## src/pkg/mma_pkg.sv

```systemverilog
// Shared constants, modes and carrier types of the multiply-accumulate peripheral
`default_nettype none
package mma_pkg;

    ////////////////////////////////////////////////////////////////////////////
    // Data widths
    localparam int unsigned DATA_W = 16;             // Operand and register width
    localparam int unsigned PROD_W = 32;             // Product and accumulator width

    ////////////////////////////////////////////////////////////////////////////
    // Byte addresses of the peripheral registers
    localparam logic [15:0] ADDR_OP1_UMUL = 16'h0130; // First operand, unsigned product
    localparam logic [15:0] ADDR_OP1_SMUL = 16'h0132; // First operand, signed product
    localparam logic [15:0] ADDR_OP1_UACC = 16'h0134; // First operand, unsigned accumulate
    localparam logic [15:0] ADDR_OP1_SACC = 16'h0136; // First operand, signed accumulate
    localparam logic [15:0] ADDR_OP2      = 16'h0138; // Second operand, launches the operation
    localparam logic [15:0] ADDR_RES_LO   = 16'h013A; // Result low word
    localparam logic [15:0] ADDR_RES_HI   = 16'h013C; // Result high word
    localparam logic [15:0] ADDR_SUM_EXT  = 16'h013E; // Sum extension word

    ////////////////////////////////////////////////////////////////////////////
    // Values after reset and fixed field values
    localparam logic [15:0] WORD_RESET = 16'h0000;   // All data registers after reset
    localparam logic [15:0] EXT_ZERO   = 16'h0000;   // Positive, zero or no carry
    localparam logic [15:0] EXT_ONES   = 16'hFFFF;   // Negative result
    localparam logic [7:0]  BYTE_ZERO  = 8'h00;      // Upper byte of a zero-extended byte
    localparam logic [7:0]  BYTE_ONES  = 8'hFF;      // Upper byte of a negative byte

    ////////////////////////////////////////////////////////////////////////////
    // Timing: second-operand write to readable result, in main-clock cycles
    localparam int unsigned RESULT_CYCLES = 3;       // Longest allowed latency
    localparam int unsigned PIPE_CYCLES   = 2;       // Latency actually built

    ////////////////////////////////////////////////////////////////////////////
    // Operation modes, one-hot
    typedef enum logic [3:0] {
        MMA_UMUL = 4'b0001,                          // Unsigned product
        MMA_SMUL = 4'b0010,                          // Signed product
        MMA_UACC = 4'b0100,                          // Unsigned accumulate
        MMA_SACC = 4'b1000                           // Signed accumulate
    } mma_mode_t;

    // Processor access to the peripheral space
    typedef struct packed {
        logic [15:0] addr;                           // Byte address
        logic [15:0] wdata;                          // Write data, bytes in low lane
        logic        wen;                            // Write strobe
        logic        ren;                            // Read strobe
        logic        byte_acc;                       // Byte-wide access
    } mma_bus_req_t;

    // Three result words stored together
    typedef struct packed {
        logic [15:0] ext;                            // Sum extension word
        logic [15:0] hi;                             // Result high word
        logic [15:0] lo;                             // Result low word
    } mma_result_t;

endpackage
`default_nettype wire

```

## src/core/mma_mul_unit.sv

```systemverilog
// Registered 16x16 multiplier stage, signed or unsigned
`timescale 1ns/10ps
`default_nettype none
module mma_mul_unit #(
    parameter int unsigned W = mma_pkg::DATA_W
) (
    // Clock and reset
    input  wire logic                ref_clk,
    input  wire logic                sys_rst,
    // Launch request
    input  wire logic                start,
    input  wire mma_pkg::mma_mode_t  mode,
    input  wire logic [W-1:0]        op_a,
    input  wire logic [W-1:0]        op_b,
    // Registered product
    output logic                     prod_valid_q,
    output mma_pkg::mma_mode_t       prod_mode_q,
    output logic [2*W-1:0]           prod_q
);

    logic            is_signed;                      // Signed product wanted
    logic [2*W-1:0]  prod_d;                         // Combinational product

    // Operands are already extended to W bits, so one multiplier serves all sizes
    always_comb begin
        is_signed = (mode == mma_pkg::MMA_SMUL) || (mode == mma_pkg::MMA_SACC);
        // Operands widened to 2W first: the low 2W bits then hold the whole product
        if (is_signed) begin
            prod_d = {{W{op_a[W-1]}}, op_a} * {{W{op_b[W-1]}}, op_b};
        end else begin
            prod_d = {{W{1'b0}}, op_a} * {{W{1'b0}}, op_b};
        end
    end

    // Product register, the first pipeline stage
    always_ff @(posedge ref_clk or posedge sys_rst) begin
        if (sys_rst) begin
            prod_valid_q <= 1'b0;
            prod_mode_q  <= mma_pkg::MMA_UMUL;
            prod_q       <= '0;
        end else begin
            prod_valid_q <= start;
            if (start) begin
                prod_mode_q <= mode;
                prod_q      <= prod_d;
            end
        end
    end

endmodule
`default_nettype wire

```

## src/core/mma_acc_unit.sv

```systemverilog
// Combinational result former: product or accumulate, plus sum extension
`timescale 1ns/10ps
`default_nettype none
module mma_acc_unit (
    // Inputs
    input  wire mma_pkg::mma_mode_t   mode,
    input  wire logic [31:0]          product,
    input  wire logic [31:0]          acc_in,
    // Next result words
    output mma_pkg::mma_result_t      res_d
);

    logic [32:0] sum;                                // Accumulation with carry out

    // Plain 33-bit add; signed accumulate just reads bit 31 of the wrapped sum
    always_comb begin
        sum = {1'b0, acc_in} + {1'b0, product};
        case (mode)
            mma_pkg::MMA_SMUL: begin
                res_d = {{16{product[31]}}, product};
            end
            mma_pkg::MMA_UACC: begin
                res_d = {15'h0000, sum[32], sum[31:0]};
            end
            mma_pkg::MMA_SACC: begin
                res_d = {{16{sum[31]}}, sum[31:0]};
            end
            default: begin
                res_d = {mma_pkg::EXT_ZERO, product};
            end
        endcase
    end

endmodule
`default_nettype wire

```

## src/core/mma_top.sv

```systemverilog
// Memory-mapped multiply and multiply-accumulate peripheral, register side
//
// Overview of operation
// - First-operand address picks mode, no start
// - Second-operand write launches selected operation
// - Result readable within three clock cycles
// - First operand and mode persist across launches
// - Low word is always result bits 15:0
// - Unsigned modes: high word is bits 31:16
// - Signed product: high word two's complement
// - Signed accumulate: high word two's complement
// - Unsigned product: extension word is zero
// - Signed modes: extension word is sign
// - Unsigned accumulate: extension word is carry
// - Signed accumulate wraps, no overflow flag
// - Wrapped sum sign sets extension word
// - Signed byte operands are sign-extended
// - Each operand may be byte or word
`timescale 1ns/10ps
`default_nettype none
module mma_top (
    // Clock and reset
    input  wire logic                  ref_clk,
    input  wire logic                  sys_rst,
    // Processor peripheral access
    input  wire mma_pkg::mma_bus_req_t bus_req,
    output logic [15:0]                rdata_q
);

    ////////////////////////////////////////////////////////////////////////////
    // Declarations

    mma_pkg::mma_mode_t   mode_q;                    // Mode picked by last first-operand write
    logic [15:0]          op1_q;                     // Stored first operand, extended
    logic [15:0]          op2_q;                     // Stored second operand, extended
    mma_pkg::mma_result_t res_q;                     // Result words
    mma_pkg::mma_result_t res_d;                     // Result words from the former
    logic                 launch_q;                  // Operation launched last edge
    logic                 prod_valid;                // Product registered last edge
    mma_pkg::mma_mode_t   prod_mode;                 // Mode travelling with the product
    logic [31:0]          prod;                      // Registered product
    logic                 res_done_q;                // Results updated last edge

    // Address decode strobes
    logic                 wr_even;                   // Word or low-byte write
    logic                 wr_op1;                    // Write to any first-operand address
    logic                 wr_op2;                    // Write to second operand
    logic                 wr_lo;                     // Write to result low
    logic                 wr_hi;                     // Write to result high
    mma_pkg::mma_mode_t   mode_d;                    // Mode named by the address
    logic                 mode_signed;               // Address names a signed mode
    logic                 op2_signed;                // Second operand sees a signed mode
    logic [15:0]          wr_word;                   // Write data, byte already extended
    logic [15:0]          wr_op2_word;               // Second-operand data, extended
    logic [15:0]          rd_word;                   // Read mux output

    ////////////////////////////////////////////////////////////////////////////
    // Write decode

    // Odd byte addresses hit nothing; a word sits on the even address only
    always_comb begin
        wr_even = bus_req.wen && !bus_req.addr[0];
        wr_op1  = 1'b0;
        wr_op2  = 1'b0;
        wr_lo   = 1'b0;
        wr_hi   = 1'b0;
        mode_d  = mode_q;
        if (wr_even && bus_req.addr == mma_pkg::ADDR_OP1_UMUL) begin
            wr_op1 = 1'b1;
            mode_d = mma_pkg::MMA_UMUL;
        end else if (wr_even && bus_req.addr == mma_pkg::ADDR_OP1_SMUL) begin
            wr_op1 = 1'b1;
            mode_d = mma_pkg::MMA_SMUL;
        end else if (wr_even && bus_req.addr == mma_pkg::ADDR_OP1_UACC) begin
            wr_op1 = 1'b1;
            mode_d = mma_pkg::MMA_UACC;
        end else if (wr_even && bus_req.addr == mma_pkg::ADDR_OP1_SACC) begin
            wr_op1 = 1'b1;
            mode_d = mma_pkg::MMA_SACC;
        end else if (wr_even && bus_req.addr == mma_pkg::ADDR_OP2) begin
            wr_op2 = 1'b1;
        end else if (wr_even && bus_req.addr == mma_pkg::ADDR_RES_LO) begin
            wr_lo = 1'b1;
        end else if (wr_even && bus_req.addr == mma_pkg::ADDR_RES_HI) begin
            wr_hi = 1'b1;
        end
    end

    // Byte data is widened here once, so the multiplier only sees 16 bits
    always_comb begin
        mode_signed = wr_op1 && ((mode_d == mma_pkg::MMA_SMUL) || (mode_d == mma_pkg::MMA_SACC));
        op2_signed  = (mode_q == mma_pkg::MMA_SMUL) || (mode_q == mma_pkg::MMA_SACC);
        if (!bus_req.byte_acc) begin
            wr_word     = bus_req.wdata;
            wr_op2_word = bus_req.wdata;
        end else begin
            // Plain byte: upper lane cleared
            wr_word     = {mma_pkg::BYTE_ZERO, bus_req.wdata[7:0]};
            wr_op2_word = {mma_pkg::BYTE_ZERO, bus_req.wdata[7:0]};
            if (mode_signed && bus_req.wdata[7]) begin
                wr_word[15:8] = mma_pkg::BYTE_ONES;
            end
            if (op2_signed && bus_req.wdata[7]) begin
                wr_op2_word[15:8] = mma_pkg::BYTE_ONES;
            end
        end
    end

    ////////////////////////////////////////////////////////////////////////////
    // First operand and mode

    // Held until the next first-operand write, so repeated launches reuse it
    always_ff @(posedge ref_clk or posedge sys_rst) begin
        if (sys_rst) begin
            mode_q <= mma_pkg::MMA_UMUL;
            op1_q  <= mma_pkg::WORD_RESET;
        end else if (wr_op1) begin
            mode_q <= mode_d;
            op1_q  <= wr_word;
        end
    end

    ////////////////////////////////////////////////////////////////////////////
    // Second operand and launch

    // A second-operand write is the only thing that starts work
    always_ff @(posedge ref_clk or posedge sys_rst) begin
        if (sys_rst) begin
            op2_q    <= mma_pkg::WORD_RESET;
            launch_q <= 1'b0;
        end else begin
            launch_q <= wr_op2;
            if (wr_op2) begin
                op2_q <= wr_op2_word;
            end
        end
    end

    ////////////////////////////////////////////////////////////////////////////
    // Datapath

    // Mode is sampled at launch; a later first-operand write cannot reach it
    mma_mul_unit #(
        .W            (mma_pkg::DATA_W)
    ) mma_mul_unit_inst (
        .ref_clk      (ref_clk),
        .sys_rst      (sys_rst),
        .start        (launch_q),
        .mode         (mode_q),
        .op_a         (op1_q),
        .op_b         (op2_q),
        .prod_valid_q (prod_valid),
        .prod_mode_q  (prod_mode),
        .prod_q       (prod)
    );

    // Accumulates into whatever the result words hold, software writes included
    mma_acc_unit mma_acc_unit_inst (
        .mode    (prod_mode),
        .product (prod),
        .acc_in  ({res_q.hi, res_q.lo}),
        .res_d   (res_d)
    );

    ////////////////////////////////////////////////////////////////////////////
    // Result registers

    // The pipeline wins over a software write in the same cycle; back-to-back
    // launches chain because each store reads the previous store's words.
    always_ff @(posedge ref_clk or posedge sys_rst) begin
        if (sys_rst) begin
            res_q      <= '0;
            res_done_q <= 1'b0;
        end else begin
            res_done_q <= prod_valid;
            if (prod_valid) begin
                res_q <= res_d;
            end else begin
                if (wr_lo) begin
                    res_q.lo <= wr_word;
                end
                if (wr_hi) begin
                    res_q.hi <= wr_word;
                end
            end
        end
    end

    ////////////////////////////////////////////////////////////////////////////
    // Read path

    // Unmapped and odd addresses read as zero
    always_comb begin
        if (bus_req.addr[0]) begin
            rd_word = mma_pkg::WORD_RESET;
        end else if (bus_req.addr == mma_pkg::ADDR_OP1_UMUL ||
                     bus_req.addr == mma_pkg::ADDR_OP1_SMUL ||
                     bus_req.addr == mma_pkg::ADDR_OP1_UACC ||
                     bus_req.addr == mma_pkg::ADDR_OP1_SACC) begin
            rd_word = op1_q;
        end else if (bus_req.addr == mma_pkg::ADDR_OP2) begin
            rd_word = op2_q;
        end else if (bus_req.addr == mma_pkg::ADDR_RES_LO) begin
            rd_word = res_q.lo;
        end else if (bus_req.addr == mma_pkg::ADDR_RES_HI) begin
            rd_word = res_q.hi;
        end else if (bus_req.addr == mma_pkg::ADDR_SUM_EXT) begin
            rd_word = res_q.ext;
        end else begin
            rd_word = mma_pkg::WORD_RESET;
        end
    end

    // Read data one edge after the strobe; byte reads clear the upper lane
    always_ff @(posedge ref_clk or posedge sys_rst) begin
        if (sys_rst) begin
            rdata_q <= mma_pkg::WORD_RESET;
        end else if (bus_req.ren) begin
            if (bus_req.byte_acc) begin
                rdata_q <= {mma_pkg::BYTE_ZERO, rd_word[7:0]};
            end else begin
                rdata_q <= rd_word;
            end
        end
    end
endmodule
`default_nettype wire

```

## config.mk

```make
export PLATFORM = sky130hd
export DESIGN_NAME = mma_top
export DESIGN_NICKNAME = d
export VERILOG_FILES = /design/src/pkg/mma_pkg.sv /design/src/core/mma_mul_unit.sv /design/src/core/mma_acc_unit.sv /design/src/core/mma_top.sv
export SDC_FILE = /design/constraint.sdc
export NUM_CORES = 1
export LEC_CHECK = 0
export BUFFER_PORTS_ARGS = -buffer_cell sky130_fd_sc_hd__buf_2
export CAP_MARGIN = 30
export CORE_ASPECT_RATIO = 1.1
export CORE_MARGIN = 1
export CORE_UTILIZATION = 50
export DETAILED_ROUTE_END_ITERATION = 10
export PLACE_DENSITY = 0.66
export SLEW_MARGIN = 10
export SYNTH_ARGS = -nofsm -noshare
export SYNTH_HDL_FRONTEND = slang
export SYNTH_HIERARCHICAL = 1
export SYNTH_SLANG_ARGS = --single-unit
export TNS_END_PERCENT = 100
```

## constraint.sdc

```tcl
create_clock -name ref_clk -period 7 [get_ports ref_clk]
set_input_delay 0.7 -clock ref_clk [delete_from_list [all_inputs] [get_ports ref_clk]]
set_output_delay 0.7 -clock ref_clk [all_outputs]
set_load 0.01 [all_outputs]
```

# == Word level (Yosys, flattened, before mapping) ==
# Index checks and enable logic that the tools add are counted.
# op_classes
n_reduce_logical,19
eq_ne,15
n_addsub,1
div_mod_pow,0
n_shift,0
n_mux,42
bitwise_logic,0
order_cmp,0
mul,2
# ops
operator,n
16-bit 2-to-1 mux,11
48-bit case mux with 3 select lines,1
16-bit by 9-bit == test with 1-bit output (second input constant),8
16-bit by 16-bit multiplier with 32-bit output,2
32-bit 2-to-1 mux,2
32-bit by 32-bit adder with 33-bit output,1
1-bit 2-to-1 mux,22
4-bit 2-to-1 mux,4
8-bit 2-to-1 mux,2
4-bit by 2-bit == test with 1-bit output (second input constant),3
4-bit == test (second input constant),3
1-bit logical AND,11
1-bit logical OR,5
4-bit by 3-bit == test with 1-bit output (second input constant),1
2-bit nonzero test,2
1-bit logical NOT,1
# word_totals
ramBits,0
inputBits,37
n_memories,0
word_cells,90
rom_bits,0
register_bits,138
out_inout_bits,16
latchBits,0

# == Logic depth before layout (Yosys ltp) ==
# logic_depth
depth_word,15
mapped_depth,26
ltp_nobuf,24

# == Hierarchy ==
# Netlist, hierarchy kept.
# by_module_without_submodules
module,area_each_um2,cells_per_inst,n_inst,seq_area_each_um2
mma_mul_unit,16124.2,1765,1,927.1
mma_top,5063.6,469,1,2528.7
mma_acc_unit,2088.3,315,1,0.0

# == Worst setup path before layout ==
# Ideal clock, no wire load.
# synth_path
kind,reg-to-reg
startpoint,register op1_q[15]
endpoint,register mma_mul_unit_inst.prod_q[29]
arrival_time_ps,5973
stages_incl_launch_ff,21
required_ps,6879
setup_ps,121
synth_period_minus_slack_ps,6094
slack_ps,906
n_path_buf,1
path_cell_list,dfrtp_1 > clkbuf_1 > and2_1 > fa_1 > fa_1 > fa_1 > fa_1 > fa_1 > inv_1 > fa_1 > inv_1 > ha_1 > and4_1 > o21a_1 > nor3b_1 > o21ai_1 > a31oi_1 > a31oi_1 > xnor2_1 > nor2_1 > o22a_1
# synth_between
elab_chain_len,2
elab_cells_between_ends,3
classes_between,2 x mul; 1 x mux
# synth_rtl
element,line_no,rtl
"start, declared",mma_top.sv:34,logic [15:0] op1_q;
"start signal, assigned",mma_top.sv:116,op1_q <= mma_pkg::WORD_RESET;
"start signal, assigned",mma_top.sv:119,op1_q <= wr_word;
"16-bit by 16-bit multiplier with 32-bit output, on equally long branches","mma_mul_unit.sv:31, mma_mul_unit.sv:29",
32-bit 2-to-1 mux (*),mma_mul_unit.sv:28,if (is_signed) begin
"end signal, assigned",mma_mul_unit.sv:45,prod_q <= prod_d;
"end, declared",mma_mul_unit.sv:18,output logic [2*W-1:0] prod_q
# Mark *: on every way between the ends. The rest lies on a longest branch, timed or not.
# A chain may end at the register's enable or synchronous reset.

# == Worst setup path in the final report ==
# layout_path
startpoint,register op2_q[2]
endpoint,register mma_mul_unit_inst.prod_q[29]
# layout_between
elab_chain_len,2
elab_cells_between_ends,3
classes_between,2 x mul; 1 x mux
# layout_rtl
element,line_no,rtl
"start, declared",mma_top.sv:35,logic [15:0] op2_q;
"start signal, assigned",mma_top.sv:129,op2_q <= mma_pkg::WORD_RESET;
"start signal, assigned",mma_top.sv:134,op2_q <= wr_op2_word;
"16-bit by 16-bit multiplier with 32-bit output, on equally long branches","mma_mul_unit.sv:31, mma_mul_unit.sv:29",
32-bit 2-to-1 mux (*),mma_mul_unit.sv:28,
# Marks and branches as above.

==> results.yml <==
synthesis:
  mappedNetlistArea_um2: 23300
  yosys-top-cells-area: "sky130_fd_sc_hd__fa_1, sky130_fd_sc_hd__dfrtp_1, sky130_fd_sc_hd__ha_1, sky130_fd_sc_hd__inv_1, sky130_fd_sc_hd__nand2_1"
  synth.net_count: 3137
  syn-instance-count: 2549
  synth_enable_flop_cells: 0
  synth.lib_cells_used.distinct: 83
  postSynth.topFlopCell: "sky130_fd_sc_hd__dfrtp_1"
  synth_area_leader_cell: "sky130_fd_sc_hd__fa_1"
  synth_sequential_area_ratio: 0.148
  post-synth-top-area-fraction: 0.316
  yosys_register_bits: 138
  share_of_synthesized_cell_area_in_full_adder_half_adder_and_majority_cells: 0.415
  main_combinational_cell_family_by_area_after_synthesis: "adder cells"
  async_flop_share: 1.00
  yosys_warnings: 6
  syn-mean-instance-area_um2: 9.13
  synth_mux_area_frac: 0.0383
  synth_xor_area_frac: 0.0346
  synth_simple_gate_area_frac: 0.123
  synth-compound-area-share: 0.133
clock_network:
  cts_buffers: 17
  clock_tree.root_cell: "sky130_fd_sc_hd__clkbuf_16"
  cts.clk_slew.worst_paths_ns: 0.06
  clock_latency_ns: 0.42
  cts_max_level: 4
  clkSinkCount: 138
  postCtsHoldBufs: 0
  clock_tree.buffer_depth: 2
  tritoncts: "yes"
timing:
  fmax_ghz: 0.150
  report.final.slew_viol_count: 0
  final_clock_skew_ns: 0.00933
  report.final.hold_viol_count: 0
  rsz0062_at_grt: "no"
  relSlewSlack: 0.348
  final.period_utilization: 0.953
  tightest_hold_margin_ns: 0.383
  max_slew.worst_pin.slew_ns: 0.969
  setup_total_negative_slack_ns: 0
  layout_min_cycle_time_ns: 6.67
  report.final.setup_viol: 0
pwr:
  vdd_ir_drop_max_uv: 159
  power_density_cells_nw_per_um2: 72.8
  static-leakage-power_uw: 0.0128
  total_power_uw: 1800
layout:
  num_antenna_cells: 0
  layout_common_cells: "sky130_fd_sc_hd__inv_1, sky130_fd_sc_hd__fa_1, sky130_fd_sc_hd__nand2_1"
  layout_commonest_cell: "sky130_fd_sc_hd__inv_1"
  final-instance-count-excl-fill: 3156
  syn2layout_area_growth_pct: 6.16
  multiInputGateArea_um2: 17400
  area_used_by_sequential_logic_in_the_layout_um2: 3470
  fill_cells: 4175
  post-route-util: 0.540
  drive_above_1_share: 0.0876
  finalNetCount: 3143
place:
  gp_congestion: 0.955
  dp_cells: 3123
  post-dp-hpwl_um: 53600
  buffer_ports.inserted: 52
detailed_routing:
  post-route-drc-count: 0
  highest-signal-layer: "met4"
  drt_wl_total_um: 66300
  met2_wirelength_um: 32600
  detail_route.iter0.violations: 1373
  routed-via-count: 18300
  route.detailed.vias_per_inst: 5.79
  drt-pass1-iter-count: 9
  wl_met3_um: 4050
  drt.antenna.violating_nets: 0
  wire_per_inst_um: 21.0
  m1WireLength_um: 26700
floorplan:
  chipHeight_um: 228
  core_area_um2: 45800
  dieArea_um2: 47400
  io_pins: 53
  number_of_rows_created_at_floorplan: 82
  die_width_um: 208
  start_util: 0.509
global_route:
  global_route_wire_length_before_repair_um: 107000
  grt_remaining_overflow: 0
  grtUsageTotal: 0.291
  via_count_of_the_first_global_routing_pass: 19500
  antenna_found_initial: 2
  largest_net_degree_at_the_start_of_global_routing: 67
setup_path:
  crit_fanout: 11
  reg2reg_slack_ns: 0.33
  worst_ep_required_time_ns: 7.31
  reg2reg_from: "op2_q[2]$_DFFE_PP0P_"
  ff2ff_path_depth: 21
  reg2reg_to: "mma_mul_unit_inst/prod_q[29]$_DFFE_PP0P_"
  kind_of_critical_path: "flip-flop to flip-flop"
  critPathCaptureType: "flip-flop"
  timing.critical_path.from_type: "flip-flop"
  critical_path_arrival_ns: 6.98
job:
  cap_violations: 0
worst_hold_path:
  hold_class: "input pin to async pin"
status:
  status: "complete, no violations"
critical path: stages, from the launching register on:
cell,delay (ns)
sky130_fd_sc_hd__dfrtp_1,0.56
sky130_fd_sc_hd__and2_1,0.32
sky130_fd_sc_hd__fa_1,0.71
sky130_fd_sc_hd__inv_1,0.15
sky130_fd_sc_hd__fa_1,0.56
sky130_fd_sc_hd__inv_1,0.06
sky130_fd_sc_hd__fa_1,0.48
sky130_fd_sc_hd__fa_1,0.54
sky130_fd_sc_hd__fa_1,0.50
sky130_fd_sc_hd__inv_1,0.05
sky130_fd_sc_hd__fa_1,0.47
sky130_fd_sc_hd__inv_1,0.04
sky130_fd_sc_hd__ha_1,0.40
sky130_fd_sc_hd__and4_1,0.30
sky130_fd_sc_hd__o21a_1,0.17
sky130_fd_sc_hd__nor3b_1,0.25
sky130_fd_sc_hd__o21ai_2,0.15
sky130_fd_sc_hd__a31oi_1,0.30
sky130_fd_sc_hd__a31oi_1,0.15
sky130_fd_sc_hd__xnor2_1,0.16
sky130_fd_sc_hd__nor2_1,0.06
sky130_fd_sc_hd__o22a_1,0.18
layer usage:
layer,vias up,GRT usage
li1,8206,-
met3,159,0.0312
met5,-,0
met2,701,0.498
met4,0,0.119
met1,9208,0.377
flip-flops by register name, summed over array words and instances, names as in the netlist:
register / count
launch_q: 1
mma_mul_unit_inst/prod_mode_q: 4
mma_mul_unit_inst/prod_q: 32
mma_mul_unit_inst/prod_valid_q: 1
mode_q: 4
op1_q: 16
op2_q: 16
rdata_q: 16
res_q: 48
metrics by stage:
stage	area [um^2]	setup WS (ns)
6_report	24700	0.328
5_1_grt	24700	0.0276
4_1_cts	24700	0.0825
3_5_place_dp	24100	0.165
3_3_place_gp	24100	0.332
2_1_floorplan	23300	0.906
worst max-delay path by stage:
stage                                                     to                   from  slack [ns]
finish              mma_mul_unit_inst/prod_q[29]$_DFFE_PP0P_   op2_q[2]$_DFFE_PP0P_        0.33
global route        mma_mul_unit_inst/prod_q[29]$_DFFE_PP0P_   op2_q[2]$_DFFE_PP0P_        0.03
CTS                 mma_mul_unit_inst/prod_q[31]$_DFFE_PP0P_   op1_q[9]$_DFFE_PP0N_        0.08
detailed placement  mma_mul_unit_inst/prod_q[31]$_DFFE_PP0P_   op1_q[9]$_DFFE_PP0N_        0.16
global placement    mma_mul_unit_inst/prod_q[31]$_DFFE_PP0P_   op2_q[3]$_DFFE_PP0P_        0.33
floorplan           mma_mul_unit_inst/prod_q[29]$_DFFE_PP0P_  op1_q[15]$_DFFE_PP0N_        0.91
synth_stat cells (all sizes together), types with 4 or more instances:
| cell | instances |
|---|---|
| a211o | 5 |
| a211oi | 13 |
| a21o | 36 |
| a21oi | 122 |
| a221o | 13 |
| a22oi | 6 |
| a2bb2oi | 8 |
| a31oi | 30 |
| and2 | 123 |
| and3 | 8 |
| buf | 25 |
| clkbuf | 84 |
| dfrtp | 136 |
| fa | 367 |
| ha | 184 |
| inv | 515 |
| mux2 | 51 |
| mux2i | 28 |
| nand2 | 228 |
| nand2b | 15 |
| nand3 | 32 |
| nand3b | 4 |
| nand4 | 10 |
| nor2 | 95 |
| nor2b | 13 |
| nor3 | 25 |
| nor3b | 5 |
| nor4 | 7 |
| o2111ai | 4 |
| o211a | 5 |
| o211ai | 14 |
| o21a | 8 |
| o21ai | 112 |
| o21bai | 18 |
| o221ai | 13 |
| o22a | 9 |
| o22ai | 22 |
| o31ai | 19 |
| or2 | 7 |
| or3 | 5 |
| xnor2 | 64 |
| xor2 | 28 |
cells by family after synthesis:
| logic type | count (synthesis) |
|---|---|
| buffers and inverters | 626 |
| AND/OR/NAND/NOR | 588 |
| adder cells (fa/ha/maj) | 551 |
| AO/OA/AOI/OAI | 475 |
| flip-flops | 138 |
| XOR/XNOR | 92 |
| multiplexers | 79 |
where the power goes:
part | internal (uW) | switching, uW
Clock | 537 | 368
Sequential | 798 | 1.24
Combinational | 24.7 | 70.2
what timing repair did:
action,4_1_cts,5_1_grt
endpoints found under the setup margin,0,8
setup buffers,0,0
gates resized for setup,0,14
hold endpoints to repair,0,0
layout make-up:
| class | count | share of cell area |
|---|---|---|
| Multi-Input combinational cell | 1785 | 0.702 |
| Sequential cell | 138 | 0.141 |
| Inverter | 515 | 0.0783 |
| Tap cell | 588 | 0.0298 |
| Timing Repair Buffer | 98 | 0.0253 |
| Clock buffer | 19 | 0.0179 |
| Clock inverter | 13 | 0.00582 |
(Power assumes the default switching activity.)
